[src/dsw_defines.svh]
// constants for the deep-sleep watchdog and retention block
// assumes inclusion by dsw_top.sv only, not by dsw_pkg.sv
`ifndef DSW_DEFINES_SVH
`define DSW_DEFINES_SVH

// config_word_four field positions
`define DSW_CW4_EN_BIT      7
`define DSW_CW4_CLKSEL_BIT  5
`define DSW_CW4_PS_MSB      4
`define DSW_CW4_PS_LSB      0

// register bit positions
`define DSW_OSC_SECONDARY_OSC_ENABLE_BIT  1
`define DSW_RESET_CONTROL_REG_STATUS_BIT 10
`define DSW_RTC_POWER_CONTROL_REG_SEL_HI   11
`define DSW_RTC_POWER_CONTROL_REG_SEL_LO   10

// timeout range: ratio is 2**(ps + shift) source ticks
`define DSW_PS_SHIFT        5
`define DSW_MIN_TIMEOUT_MS  1
`define DSW_MAX_TIMEOUT_CD  2570

// reset values
`define DSW_SEM_RST         16'h0000
`define DSW_WAKE_RST        3'h0
`define DSW_SECONDARY_OSCILLATOR_EN_RST     1'b0

`endif

[src/dsw_pkg.sv]
// types for the deep-sleep watchdog and retention block
// uses no macros, so it does not include dsw_defines.svh
package dsw_pkg;

  typedef enum logic [1:0] {
    DSW_ACTIVE = 2'b00,
    DSW_START  = 2'b01,
    DSW_SLEEP  = 2'b10
  } dsw_state_t;

  // watchdog configuration taken from config_word_four
  typedef struct packed {
    logic       en;
    logic       clk_sel;
    logic [4:0] ps;
  } dsw_cfg_t;

  // wake source record
  typedef struct packed {
    logic master_clear;
    logic wdt;
    logic ext;
  } dsw_wake_t;

  typedef enum logic [1:0] {
    DSW_RTC_SECONDARY_OSCILLATOR = 2'b00,
    DSW_RTC_LOW_POWER_RC_CLOCK = 2'b01,
    DSW_RTC_OFF0 = 2'b10,
    DSW_RTC_OFF1 = 2'b11
  } dsw_rtc_sel_t;

endpackage : dsw_pkg

[src/dsw_top.sv]
// deep-sleep retention, i/o hold and deep-sleep watchdog
// assumes slow clocks and readiness arrive asynchronously on pins
//
// How it works
// - master clear in sleep keeps retained registers, hold
// - master clear in sleep keeps oscillator state
// - master clear in sleep resets the pins
// - oscillator enable writes ignored while hold set
// - watchdog runs only when enable bit set
// - watchdog independent of main watchdog enable
// - sleep entry clears counter and postscaler
// - one config bit selects watchdog clock
// - five config bits select postscaler ratio
// - timeout spans 1 ms to 25.7 days
// - rtc and watchdog each pick either clock
// - two rtc power bits select rtc clock
// - watchdog clock auto-started on sleep entry
// - counting waits until that clock is ready
// - entry sets status flag, software clears it
// - power-on reset clears all deep-sleep logic
`timescale 1ns/1ps
`include "dsw_defines.svh"

module dsw_top
  import dsw_pkg::*;
#(
  parameter int CNT_W = 37
) (
  input  wire logic        clk,
  input  wire logic        sys_rst,
  input  wire logic        master_clear_pin,
  input  wire logic        sleep_enter,
  input  wire logic        ext_wake_pin,
  input  wire logic [7:0]  config_word_four,
  input  wire logic [15:0] rtc_power_control_reg,
  input  wire logic        osc_wr,
  input  wire logic [15:0] osc_wdata,
  input  wire logic        hold_release,
  input  wire logic        status_clear,
  input  wire logic        sem_wr,
  input  wire logic        sem_sel,
  input  wire logic [15:0] sem_wdata,
  input  wire logic        secondary_oscillator_clk_pin,
  input  wire logic        low_power_rc_clock_clk_pin,
  input  wire logic        secondary_oscillator_ready_pin,
  input  wire logic        low_power_rc_clock_ready_pin,
  output logic             in_deep_sleep,
  output logic             io_hold,
  output logic             io_reset,
  output logic             wake_event,
  output logic             secondary_oscillator_run,
  output logic             low_power_rc_clock_run,
  output logic             rtc_tick,
  output logic [15:0]      oscillator_control_reg,
  output logic [15:0]      reset_control_reg,
  output logic [15:0]      deep_sleep_control_reg,
  output logic [2:0]       deep_sleep_wake_source_reg,
  output logic [31:0]      deep_sleep_semaphore_regs
);

  // ****************************************
  // elaboration checks
  // ****************************************
  localparam int PS_MAX_EXP = 31 + `DSW_PS_SHIFT;

  initial begin
    if (CNT_W < PS_MAX_EXP + 1) begin
      $error("dsw_top: CNT_W too small for longest postscale");
    end
  end

  // ****************************************
  // pin synchronisers
  // ****************************************
  localparam int NSYNC = 6;

  logic [NSYNC-1:0] sync1_r;
  logic [NSYNC-1:0] sync2_r;
  logic [NSYNC-1:0] sync3_r;
  logic [NSYNC-1:0] sync_in;

  assign sync_in = {ext_wake_pin, master_clear_pin, low_power_rc_clock_ready_pin,
                    secondary_oscillator_ready_pin, low_power_rc_clock_clk_pin, secondary_oscillator_clk_pin};

  always_ff @(posedge clk) begin
    if (sys_rst) begin
      sync1_r <= '0;
      sync2_r <= '0;
      sync3_r <= '0;
    end else begin
      sync1_r <= sync_in;
      sync2_r <= sync1_r;
      sync3_r <= sync2_r;
    end
  end

  logic secondary_oscillator_tick;
  logic low_power_rc_clock_tick;
  logic secondary_oscillator_rdy;
  logic low_power_rc_clock_rdy;
  logic master_clear_pulse;
  logic ext_wake;

  // rising edges of slow clocks become one-cycle enables
  assign secondary_oscillator_tick  = sync2_r[0] & ~sync3_r[0];
  assign low_power_rc_clock_tick  = sync2_r[1] & ~sync3_r[1];
  assign secondary_oscillator_rdy   = sync2_r[2];
  assign low_power_rc_clock_rdy   = sync2_r[3];
  assign master_clear_pulse = sync2_r[4] & ~sync3_r[4];
  assign ext_wake   = sync2_r[5];

  // ****************************************
  // helpers
  // ****************************************
  function automatic logic [CNT_W-1:0] terminal_count(input logic [4:0] ps);
    logic [CNT_W-1:0] one;
    one = {{(CNT_W-1){1'b0}}, 1'b1};
    terminal_count = (one << (ps + 6'(`DSW_PS_SHIFT))) - one;
  endfunction : terminal_count

  function automatic logic pick_tick(input logic use_low_power_rc_clock, input logic s,
                                     input logic l);
    pick_tick = use_low_power_rc_clock ? l : s;
  endfunction : pick_tick

  // ****************************************
  // configuration decode
  // ****************************************
  dsw_cfg_t     cfg;
  dsw_rtc_sel_t rtc_sel;

  // main watchdog enable is not an input at all
  assign cfg.en      = config_word_four[`DSW_CW4_EN_BIT];
  assign cfg.clk_sel = config_word_four[`DSW_CW4_CLKSEL_BIT];
  assign cfg.ps      = config_word_four[`DSW_CW4_PS_MSB:`DSW_CW4_PS_LSB];
  assign rtc_sel     = dsw_rtc_sel_t'(
    rtc_power_control_reg[`DSW_RTC_POWER_CONTROL_REG_SEL_HI:`DSW_RTC_POWER_CONTROL_REG_SEL_LO]);

  // ****************************************
  // state registers
  // ****************************************
  dsw_state_t       state_r,  state_nxt;
  logic [CNT_W-1:0] cnt_r,    cnt_nxt;
  logic             hold_r,   hold_nxt;
  logic             secondary_oscillator_r,   secondary_oscillator_nxt;
  logic             stat_r,   stat_nxt;
  logic             iorst_r,  iorst_nxt;
  logic             wake_r,   wake_nxt;
  dsw_wake_t        src_r,    src_nxt;
  logic [15:0]      sem0_r,   sem0_nxt;
  logic [15:0]      sem1_r,   sem1_nxt;

  logic wdt_tick;
  logic wdt_rdy;
  logic sleeping;

  assign sleeping = (state_r != DSW_ACTIVE);
  assign wdt_tick = pick_tick(cfg.clk_sel, secondary_oscillator_tick, low_power_rc_clock_tick);
  assign wdt_rdy  = pick_tick(cfg.clk_sel, secondary_oscillator_rdy, low_power_rc_clock_rdy);

  // ****************************************
  // next-state logic
  // ****************************************
  always_comb begin
    state_nxt = state_r;
    cnt_nxt   = cnt_r;
    hold_nxt  = hold_r;
    secondary_oscillator_nxt  = secondary_oscillator_r;
    stat_nxt  = stat_r;
    iorst_nxt = 1'b0;
    wake_nxt  = 1'b0;
    src_nxt   = src_r;
    sem0_nxt  = sem0_r;
    sem1_nxt  = sem1_r;

    // semaphores written only while awake
    if (sem_wr && !sleeping) begin
      if (sem_sel) begin
        sem1_nxt = sem_wdata;
      end else begin
        sem0_nxt = sem_wdata;
      end
    end

    // oscillator enable frozen while pins are held
    if (osc_wr && !hold_r && !sleeping) begin
      secondary_oscillator_nxt = osc_wdata[`DSW_OSC_SECONDARY_OSC_ENABLE_BIT];
    end

    // firmware unlocks pins after wake-up
    if (hold_release && !sleeping) begin
      hold_nxt = 1'b0;
    end

    if (status_clear) begin
      stat_nxt = 1'b0;
    end

    case (state_r)
      DSW_ACTIVE: begin
        if (master_clear_pulse) begin
          // plain master clear outside sleep
          secondary_oscillator_nxt  = `DSW_SECONDARY_OSCILLATOR_EN_RST;
          hold_nxt  = 1'b0;
          src_nxt   = `DSW_WAKE_RST;
          iorst_nxt = 1'b1;
        end else if (sleep_enter) begin
          state_nxt = DSW_START;
          cnt_nxt   = '0;
          hold_nxt  = 1'b1;
          stat_nxt  = 1'b1;
          src_nxt   = `DSW_WAKE_RST;
        end
      end
      DSW_START: begin
        // wait for the selected clock before counting
        if (master_clear_pulse) begin
          state_nxt   = DSW_ACTIVE;
          src_nxt.master_clear = 1'b1;
          iorst_nxt   = 1'b1;
          wake_nxt    = 1'b1;
        end else if (ext_wake) begin
          state_nxt   = DSW_ACTIVE;
          src_nxt.ext = 1'b1;
          wake_nxt    = 1'b1;
        end else if (!cfg.en || wdt_rdy) begin
          state_nxt = DSW_SLEEP;
        end
      end
      DSW_SLEEP: begin
        if (master_clear_pulse) begin
          state_nxt    = DSW_ACTIVE;
          src_nxt.master_clear = 1'b1;
          iorst_nxt    = 1'b1;
          wake_nxt     = 1'b1;
        end else if (ext_wake) begin
          state_nxt   = DSW_ACTIVE;
          src_nxt.ext = 1'b1;
          wake_nxt    = 1'b1;
        end else if (cfg.en && wdt_tick) begin
          if (cnt_r >= terminal_count(cfg.ps)) begin
            state_nxt   = DSW_ACTIVE;
            src_nxt.wdt = 1'b1;
            wake_nxt    = 1'b1;
            cnt_nxt     = '0;
          end else begin
            cnt_nxt = cnt_r + {{(CNT_W-1){1'b0}}, 1'b1};
          end
        end
      end
      default: begin
        state_nxt = DSW_ACTIVE;
      end
    endcase

    // a clear never beats a fresh entry
    if (state_r == DSW_ACTIVE && state_nxt == DSW_START) begin
      stat_nxt = 1'b1;
    end
  end

  // ****************************************
  // registers
  // ****************************************
  always_ff @(posedge clk) begin
    if (sys_rst) begin
      // power-on reset clears retained state too
      state_r <= DSW_ACTIVE;
      cnt_r   <= '0;
      hold_r  <= 1'b0;
      secondary_oscillator_r  <= `DSW_SECONDARY_OSCILLATOR_EN_RST;
      stat_r  <= 1'b0;
      iorst_r <= 1'b0;
      wake_r  <= 1'b0;
      src_r   <= `DSW_WAKE_RST;
      sem0_r  <= `DSW_SEM_RST;
      sem1_r  <= `DSW_SEM_RST;
    end else begin
      state_r <= state_nxt;
      cnt_r   <= cnt_nxt;
      hold_r  <= hold_nxt;
      secondary_oscillator_r  <= secondary_oscillator_nxt;
      stat_r  <= stat_nxt;
      iorst_r <= iorst_nxt;
      wake_r  <= wake_nxt;
      src_r   <= src_nxt;
      sem0_r  <= sem0_nxt;
      sem1_r  <= sem1_nxt;
    end
  end

  // ****************************************
  // clock requests and outputs
  // ****************************************
  logic wdt_needs_clk;
  logic rtc_tick_r;

  assign wdt_needs_clk = sleeping && cfg.en;

  // each consumer turns on only the source it uses
  always_comb begin
    secondary_oscillator_run = secondary_oscillator_r | (wdt_needs_clk & ~cfg.clk_sel) | (rtc_sel == DSW_RTC_SECONDARY_OSCILLATOR);
    low_power_rc_clock_run = (wdt_needs_clk & cfg.clk_sel) | (rtc_sel == DSW_RTC_LOW_POWER_RC_CLOCK);
  end

  always_ff @(posedge clk) begin
    if (sys_rst) begin
      rtc_tick_r <= 1'b0;
    end else begin
      rtc_tick_r <= (rtc_sel == DSW_RTC_SECONDARY_OSCILLATOR) ? secondary_oscillator_tick :
                    (rtc_sel == DSW_RTC_LOW_POWER_RC_CLOCK) ? low_power_rc_clock_tick : 1'b0;
    end
  end

  always_comb begin
    oscillator_control_reg = 16'h0000;
    oscillator_control_reg[`DSW_OSC_SECONDARY_OSC_ENABLE_BIT] = secondary_oscillator_r;
    reset_control_reg = 16'h0000;
    reset_control_reg[`DSW_RESET_CONTROL_REG_STATUS_BIT] = stat_r;
    deep_sleep_control_reg = {14'h0000, sleeping, hold_r};
  end

  assign in_deep_sleep              = sleeping;
  assign io_hold                    = hold_r;
  assign io_reset                   = iorst_r;
  assign wake_event                 = wake_r;
  assign rtc_tick                   = rtc_tick_r;
  assign deep_sleep_wake_source_reg = src_r;
  assign deep_sleep_semaphore_regs  = {sem1_r, sem0_r};

endmodule : dsw_top

[config.mk]
export PLATFORM = sky130hd
export DESIGN_NAME = dsw_top
export DESIGN_NICKNAME = d
export VERILOG_FILES = /design/src/dsw_pkg.sv /design/src/dsw_top.sv
export VERILOG_INCLUDE_DIRS = /design/src
export SDC_FILE = /design/constraint.sdc
export NUM_CORES = 1
export LEC_CHECK = 0
export BUFFER_PORTS_ARGS = -buffer_cell sky130_fd_sc_hd__buf_2
export CORE_UTILIZATION = 45
export CTS_CLUSTER_SIZE = 20
export DETAILED_ROUTE_END_ITERATION = 6
export PLACE_DENSITY = 0.81
export SLEW_MARGIN = 5
export SYNTH_ARGS = -nofsm -noshare
export SYNTH_HDL_FRONTEND = slang
export SYNTH_SLANG_ARGS = --single-unit
[constraint.sdc]
create_clock -name clk -period 4.8 [get_ports clk]
set_input_delay 1.44 -clock clk [delete_from_list [all_inputs] [get_ports clk]]
set_output_delay 1.44 -clock clk [all_outputs]
set_load 0.02 [all_outputs]
### Word level (Yosys, flattened, before mapping)

Cells that the tools add are included.

| operators by class | value |
|---|---|
| add/subtract/negate cells | 3 |
| order comparisons | 1 |
| equal/unequal tests | 13 |
| shifts and indexed selects | 1 |
| mux-type cells | 53 |
| bitwise logic cells | 14 |
| reduce and logical (&&, ||, !) cells | 26 |

Operators by type and width:

| kind | number |
|---|---|
| 37-bit two-way mux | 6 |
| 37-bit case mux with 2 select lines | 1 |
| 37-bit by 1-bit adder with 37-bit output, second input constant | 1 |
| 37-bit greater-or-equal comparator | 1 |
| 1-bit by 6-bit << shifter with 37-bit output, first input constant | 1 |
| 37-bit by 1-bit subtractor with 37-bit output, second input constant | 1 |
| 1-bit two-way mux | 29 |
| 2-bit two-way mux | 10 |
| 2-bit inequality test, second input constant | 7 |
| 6-bit AND reduction | 2 |
| 1-bit logical AND | 7 |
| 5-bit by 3-bit adder with 6-bit output, second input constant | 1 |
| 2-bit by 1-bit == test with 1-bit output, second input constant | 3 |
| 3-bit two-way mux | 2 |
| 1-bit inverter | 6 |
| 1-bit case mux with 2 select lines | 3 |
| 2-bit case mux with 3 select lines | 1 |
| 2-bit nonzero test | 3 |
| 1-bit AND | 5 |
| 2-bit logical NOT | 2 |
| 2-bit AND reduction | 2 |
| 4-bit AND reduction | 1 |
| 2-bit OR reduction | 2 |
| 1-bit logical NOT | 3 |
| 9 further kinds | 11 |

| storage, ports and cells | value |
|---|---|
| bits in registers | 97 |

### Depth between registers and ports, before layout

| depth | value |
|---|---|
| depth after elaboration | 12 |
| depth in mapped cells | 15 |
| depth with buffers taken out | 12 |

### Worst setup path before layout

Ideal clock, no wire load.

| timing path | value |
|---|---|
| kind | input -> register |
| start point | input port config_word_four[3] |
| end point | register cnt_r[27] |
| setup time | 64 ps |
| arrival | 3837 ps |
| required time | 4736 ps |
| slack | 899 ps |
| stages | 14 |
| path buffers | 4 |
| cell sequence | clkbuf_1 > or2_2 > clkbuf_1 > nor2_1 > mux2i_1 > ha_1 > a21oi_1 > o21ai_0 > a22oi_1 > a31oi_1 > o32a_1 > buf_2 > buf_2 > nor2_1 |

| on the way | value |
|---|---|
| longest elaborated chain between the ends | 9 |

Ends and longest elaborated chain:

| item | RTL line | text |
|---|---|---|
| start, declared | dsw_top.sv:34 | `input wire logic [7:0] config_word_four,` |
| 5-bit by 3-bit adder with 6-bit output | dsw_top.sv:118 | `` terminal_count = (one << (ps + 6'(`DSW_PS_SHIFT))) - one; `` |
| 1-bit by 6-bit << shifter with 37-bit output | dsw_top.sv:118 |  |
| 37-bit by 1-bit subtractor with 37-bit output | dsw_top.sv:118 |  |
| 37-bit greater-or-equal comparator | dsw_top.sv:241 | `if (cnt_r >= terminal_count(cfg.ps)) begin` |
| 37-bit two-way mux | dsw_top.sv:241 |  |
| 37-bit two-way mux | dsw_top.sv:240 | `end else if (cfg.en && wdt_tick) begin` |
| 37-bit two-way mux | dsw_top.sv:236 | `end else if (ext_wake) begin` |
| 37-bit two-way mux | dsw_top.sv:231 | `if (master_clear_pulse) begin` |
| 37-bit case mux with 2 select lines | dsw_top.sv:199 | `case (state_r)` |
| end signal, assigned | dsw_top.sv:280 | `cnt_r <= cnt_nxt;` |
| end, declared | dsw_top.sv:143 | `logic [CNT_W-1:0] cnt_r, cnt_nxt;` |

Every way passes these cells. The select of a mux whose other input is x is not followed.
A chain may end at the register's enable or synchronous reset.

### Worst setup path after layout

| timing path | value |
|---|---|
| start point | input port config_word_four[3] |
| end point | register cnt_r[30] |

The elaborated chain is that of the path after synthesis.

==> run summary <==
antenna cells = 0
Residual DRC = 0
# resized after CTS = 0
initial antenna violation count = 0
end-of-flow core utilization = 51.65%
share of layout cells above drive strength 1 = 15.03%
Yosys reg bits = 95
CP Launch Point = config_word_four[3]
Syn Area/Cell = 7.912 um2
I/O Pins = 160
RSZ-0062 raised after global routing = false
period utilisation layout = 81.51%
EDFF count, synth = 0
Worst Max-Slew Pin Slew = 1.133 ns
Max Buffers Root-to-Sink = 2
Worst Hold Endpoint = sync2_r[5]
Die Wd = 113.5 um
core area = 0.01206 mm2
Final Total Pwr = 1.900 mW
CTS root buffer = clkbuf_16
largest net degree at the start of global routing = 54
Chip Height = 113.5 um
Reg2Reg Capture Point = cnt_r[35]
Initial DRT Pass Iterations = 5
vias in the first global route = 4289
Critical Path RT = 5.09 ns
P per Cell Area = 305.0 mW/mm2
buffer count from post-CTS setup fixing = 0
Routability Congestion = 0.8630
register area share after synthesis = 34.00%
r2r worst-path depth = 8
Slew Limit Fails = 0
leading area contributor after synthesis = dfxtp_1
CP endpoint kind = register
clk_lat worst skew = 0.36 ns
clk slew on worst S/H paths = 0.07 ns
setup TNS = 0 ns
Fmax = 255.6 MHz
Final min period = 3.913 ns
Iter 0 DRT Violations = 311
synthesized area = 0.005594 mm2
final hold vios = 0
post-synth top area share = 34.00%
CP Launch Type = input pin
first-pass GRT wire length = 19870 um
CTS tree = built
worst flop-to-flop path startpoint = state_r[1]
min-delay src = sync1_r[5]
H-tree depth = 3
initial core utilization = 46.38%
FFs w/ async S/R, synth = 0%
Worst Setup Path Type = input pin to register
MaxCap Viol Count = 0
Hold WC Path Type = register to register
fillers = 1152
peak supply drop = 0.2151 mV
gr usage total = 18.89%
Layout area overhead = 11.36%
WL/cell = 12.68 um
Hold Path Cell Cnt = 1
P_leak = 2.651 nW
Final #Nets = 880
CTS Buf Count = 9
R2R setup slack = 1.95 ns
synth warn = 0
normalized max-slew margin = 24.22%
Largest Register = cnt_r
Synth Instances = 707
antenna-violating nets left = 0
post-synth cell types = 61
most frequent cells in the layout = nand2_1 (105), dfxtp_1 (95), buf_2 (85)
routed vias = 4847
commonest non-fill, non-tap cell in the layout = nand2_1
final setup violation count = 0
FP Rows = 40
CTS Hold Buffers Added = 0
Main synth FF type = dfxtp_1
Port Buffers = 85
outcome = finished clean
biggest regs = cnt_r (37), sem0_r (16), sem1_r (16)
vias per cell = 5.156
gr ovfl total = 0
post-detail-place hpwl = 8737 um
crit-path max FO = 35
max FFs per register = 37
clk_skew = 0.006501 ns
largest cells by area after synthesis = dfxtp_1 (34%), ha_1 (9.6%), nand2_1 (7.0%)
CP arrival = 4.20 ns
clk sink count = 95
WL final = 11920 um
full die area = 0.01288 mm2
==> where the power goes <==
group | total (mW) | internal (mW) | switching [mW]
clock | 0.737 | 0.379 | 0.358
combinational | 0.332 | 0.0981 | 0.234
sequential | 0.832 | 0.816 | 0.0154
==> critical path: stages <==
cell and delay (ns):
buf_2 0.19, or2_2 0.42, o41ai_1 0.46, ha_1 0.34, a21oi_1 0.13, o21ai_0 0.08, a22oi_1 0.16, a31oi_1 0.19
o32a_1 0.38, buf_4 0.25, nor2_1 0.14
==> layer usage <==
layer	up-vias	track usage, %	wire length [um]
li1	2479	-	-
met1	2224	24.93	5635
met2	134	29.88	5421
met3	10	5.526	737
met4	0	5.439	123
met5	-	0	0
==> kinds of logic (layout without fill, tap and decap cells) <==
kind of cell,count (synthesis),count (layout),synth area share [%]
other cells,2,48,0.1342
mux,2,2,0.3579
flops,95,95,34.00
buf+inv,103,122,10.40
simple gates,299,299,26.39
fa+ha+maj,43,43,9.618
compound gates,128,128,13.62
xor+xnor,35,35,5.480
==> per-stage QoR <==
step / worst slack [ns] / hold slack, ns / area [um2] / std cells
after detailed placement: 0.5200 / 0.4239 / 5911 / 924
after floorplan: 0.8986 / 0.4138 / 5767 / 753
final: 0.8874 / 0.4358 / 6230 / 940
after global routing: 0.6700 / 0.4544 / 6230 / 940
after CTS: 0.9107 / 0.4401 / 6230 / 940
after global placement: 0.5898 / 0.4186 / 5911 / 924
==> Yosys cell counts (2+ instances only) <==
master	n
buf_2	6
a22oi_1	3
mux2i_1	2
nor2_1	57
a211oi_1	2
nor3_1	23
inv_1	17
dfxtp_1	95
nor2b_1	19
nor4_4	2
and4_1	6
clkbuf_1	27
a31oi_1	6
o31ai_1	2
o41ai_1	2
nand2_1	105
and2_1	5
conb_1	2
a21o_1	5
nor3b_1	3
o311ai_0	2
or2_2	5
and3_1	10
a21oi_1	67
xnor2_1	22
nor4_1	6
xor2_1	13
nand2b_1	4
o21ai_0	23
or3_1	2
buf_4	48
ha_1	43
buf_1	3
nand4_1	15
nand3_1	29
==> how the worst max path moves through the flow <==
stage	cells past startpoint	slack, ns	endpoint
finish	11	0.89	cnt_r[30]
detailed placement	12	0.52	cnt_r[30]
CTS	12	0.91	cnt_r[30]
global route	12	0.67	cnt_r[7]
floorplan	14	0.90	cnt_r[27]
global placement	12	0.59	cnt_r[3]
==> cell type report <==
type	instances	area [um2]	area share, %
Timing Repair Buffer	88	447.9	7.190
Inverter	18	67.56	1.085
Clock buffer	9	225.2	3.615
Tap cell	168	210.2	3.374
Sequential cell	95	1902	30.53
Clock inverter	7	93.84	1.506
Multi-Input combinational cell	555	3283	52.70
(Power assumes the default switching activity.)
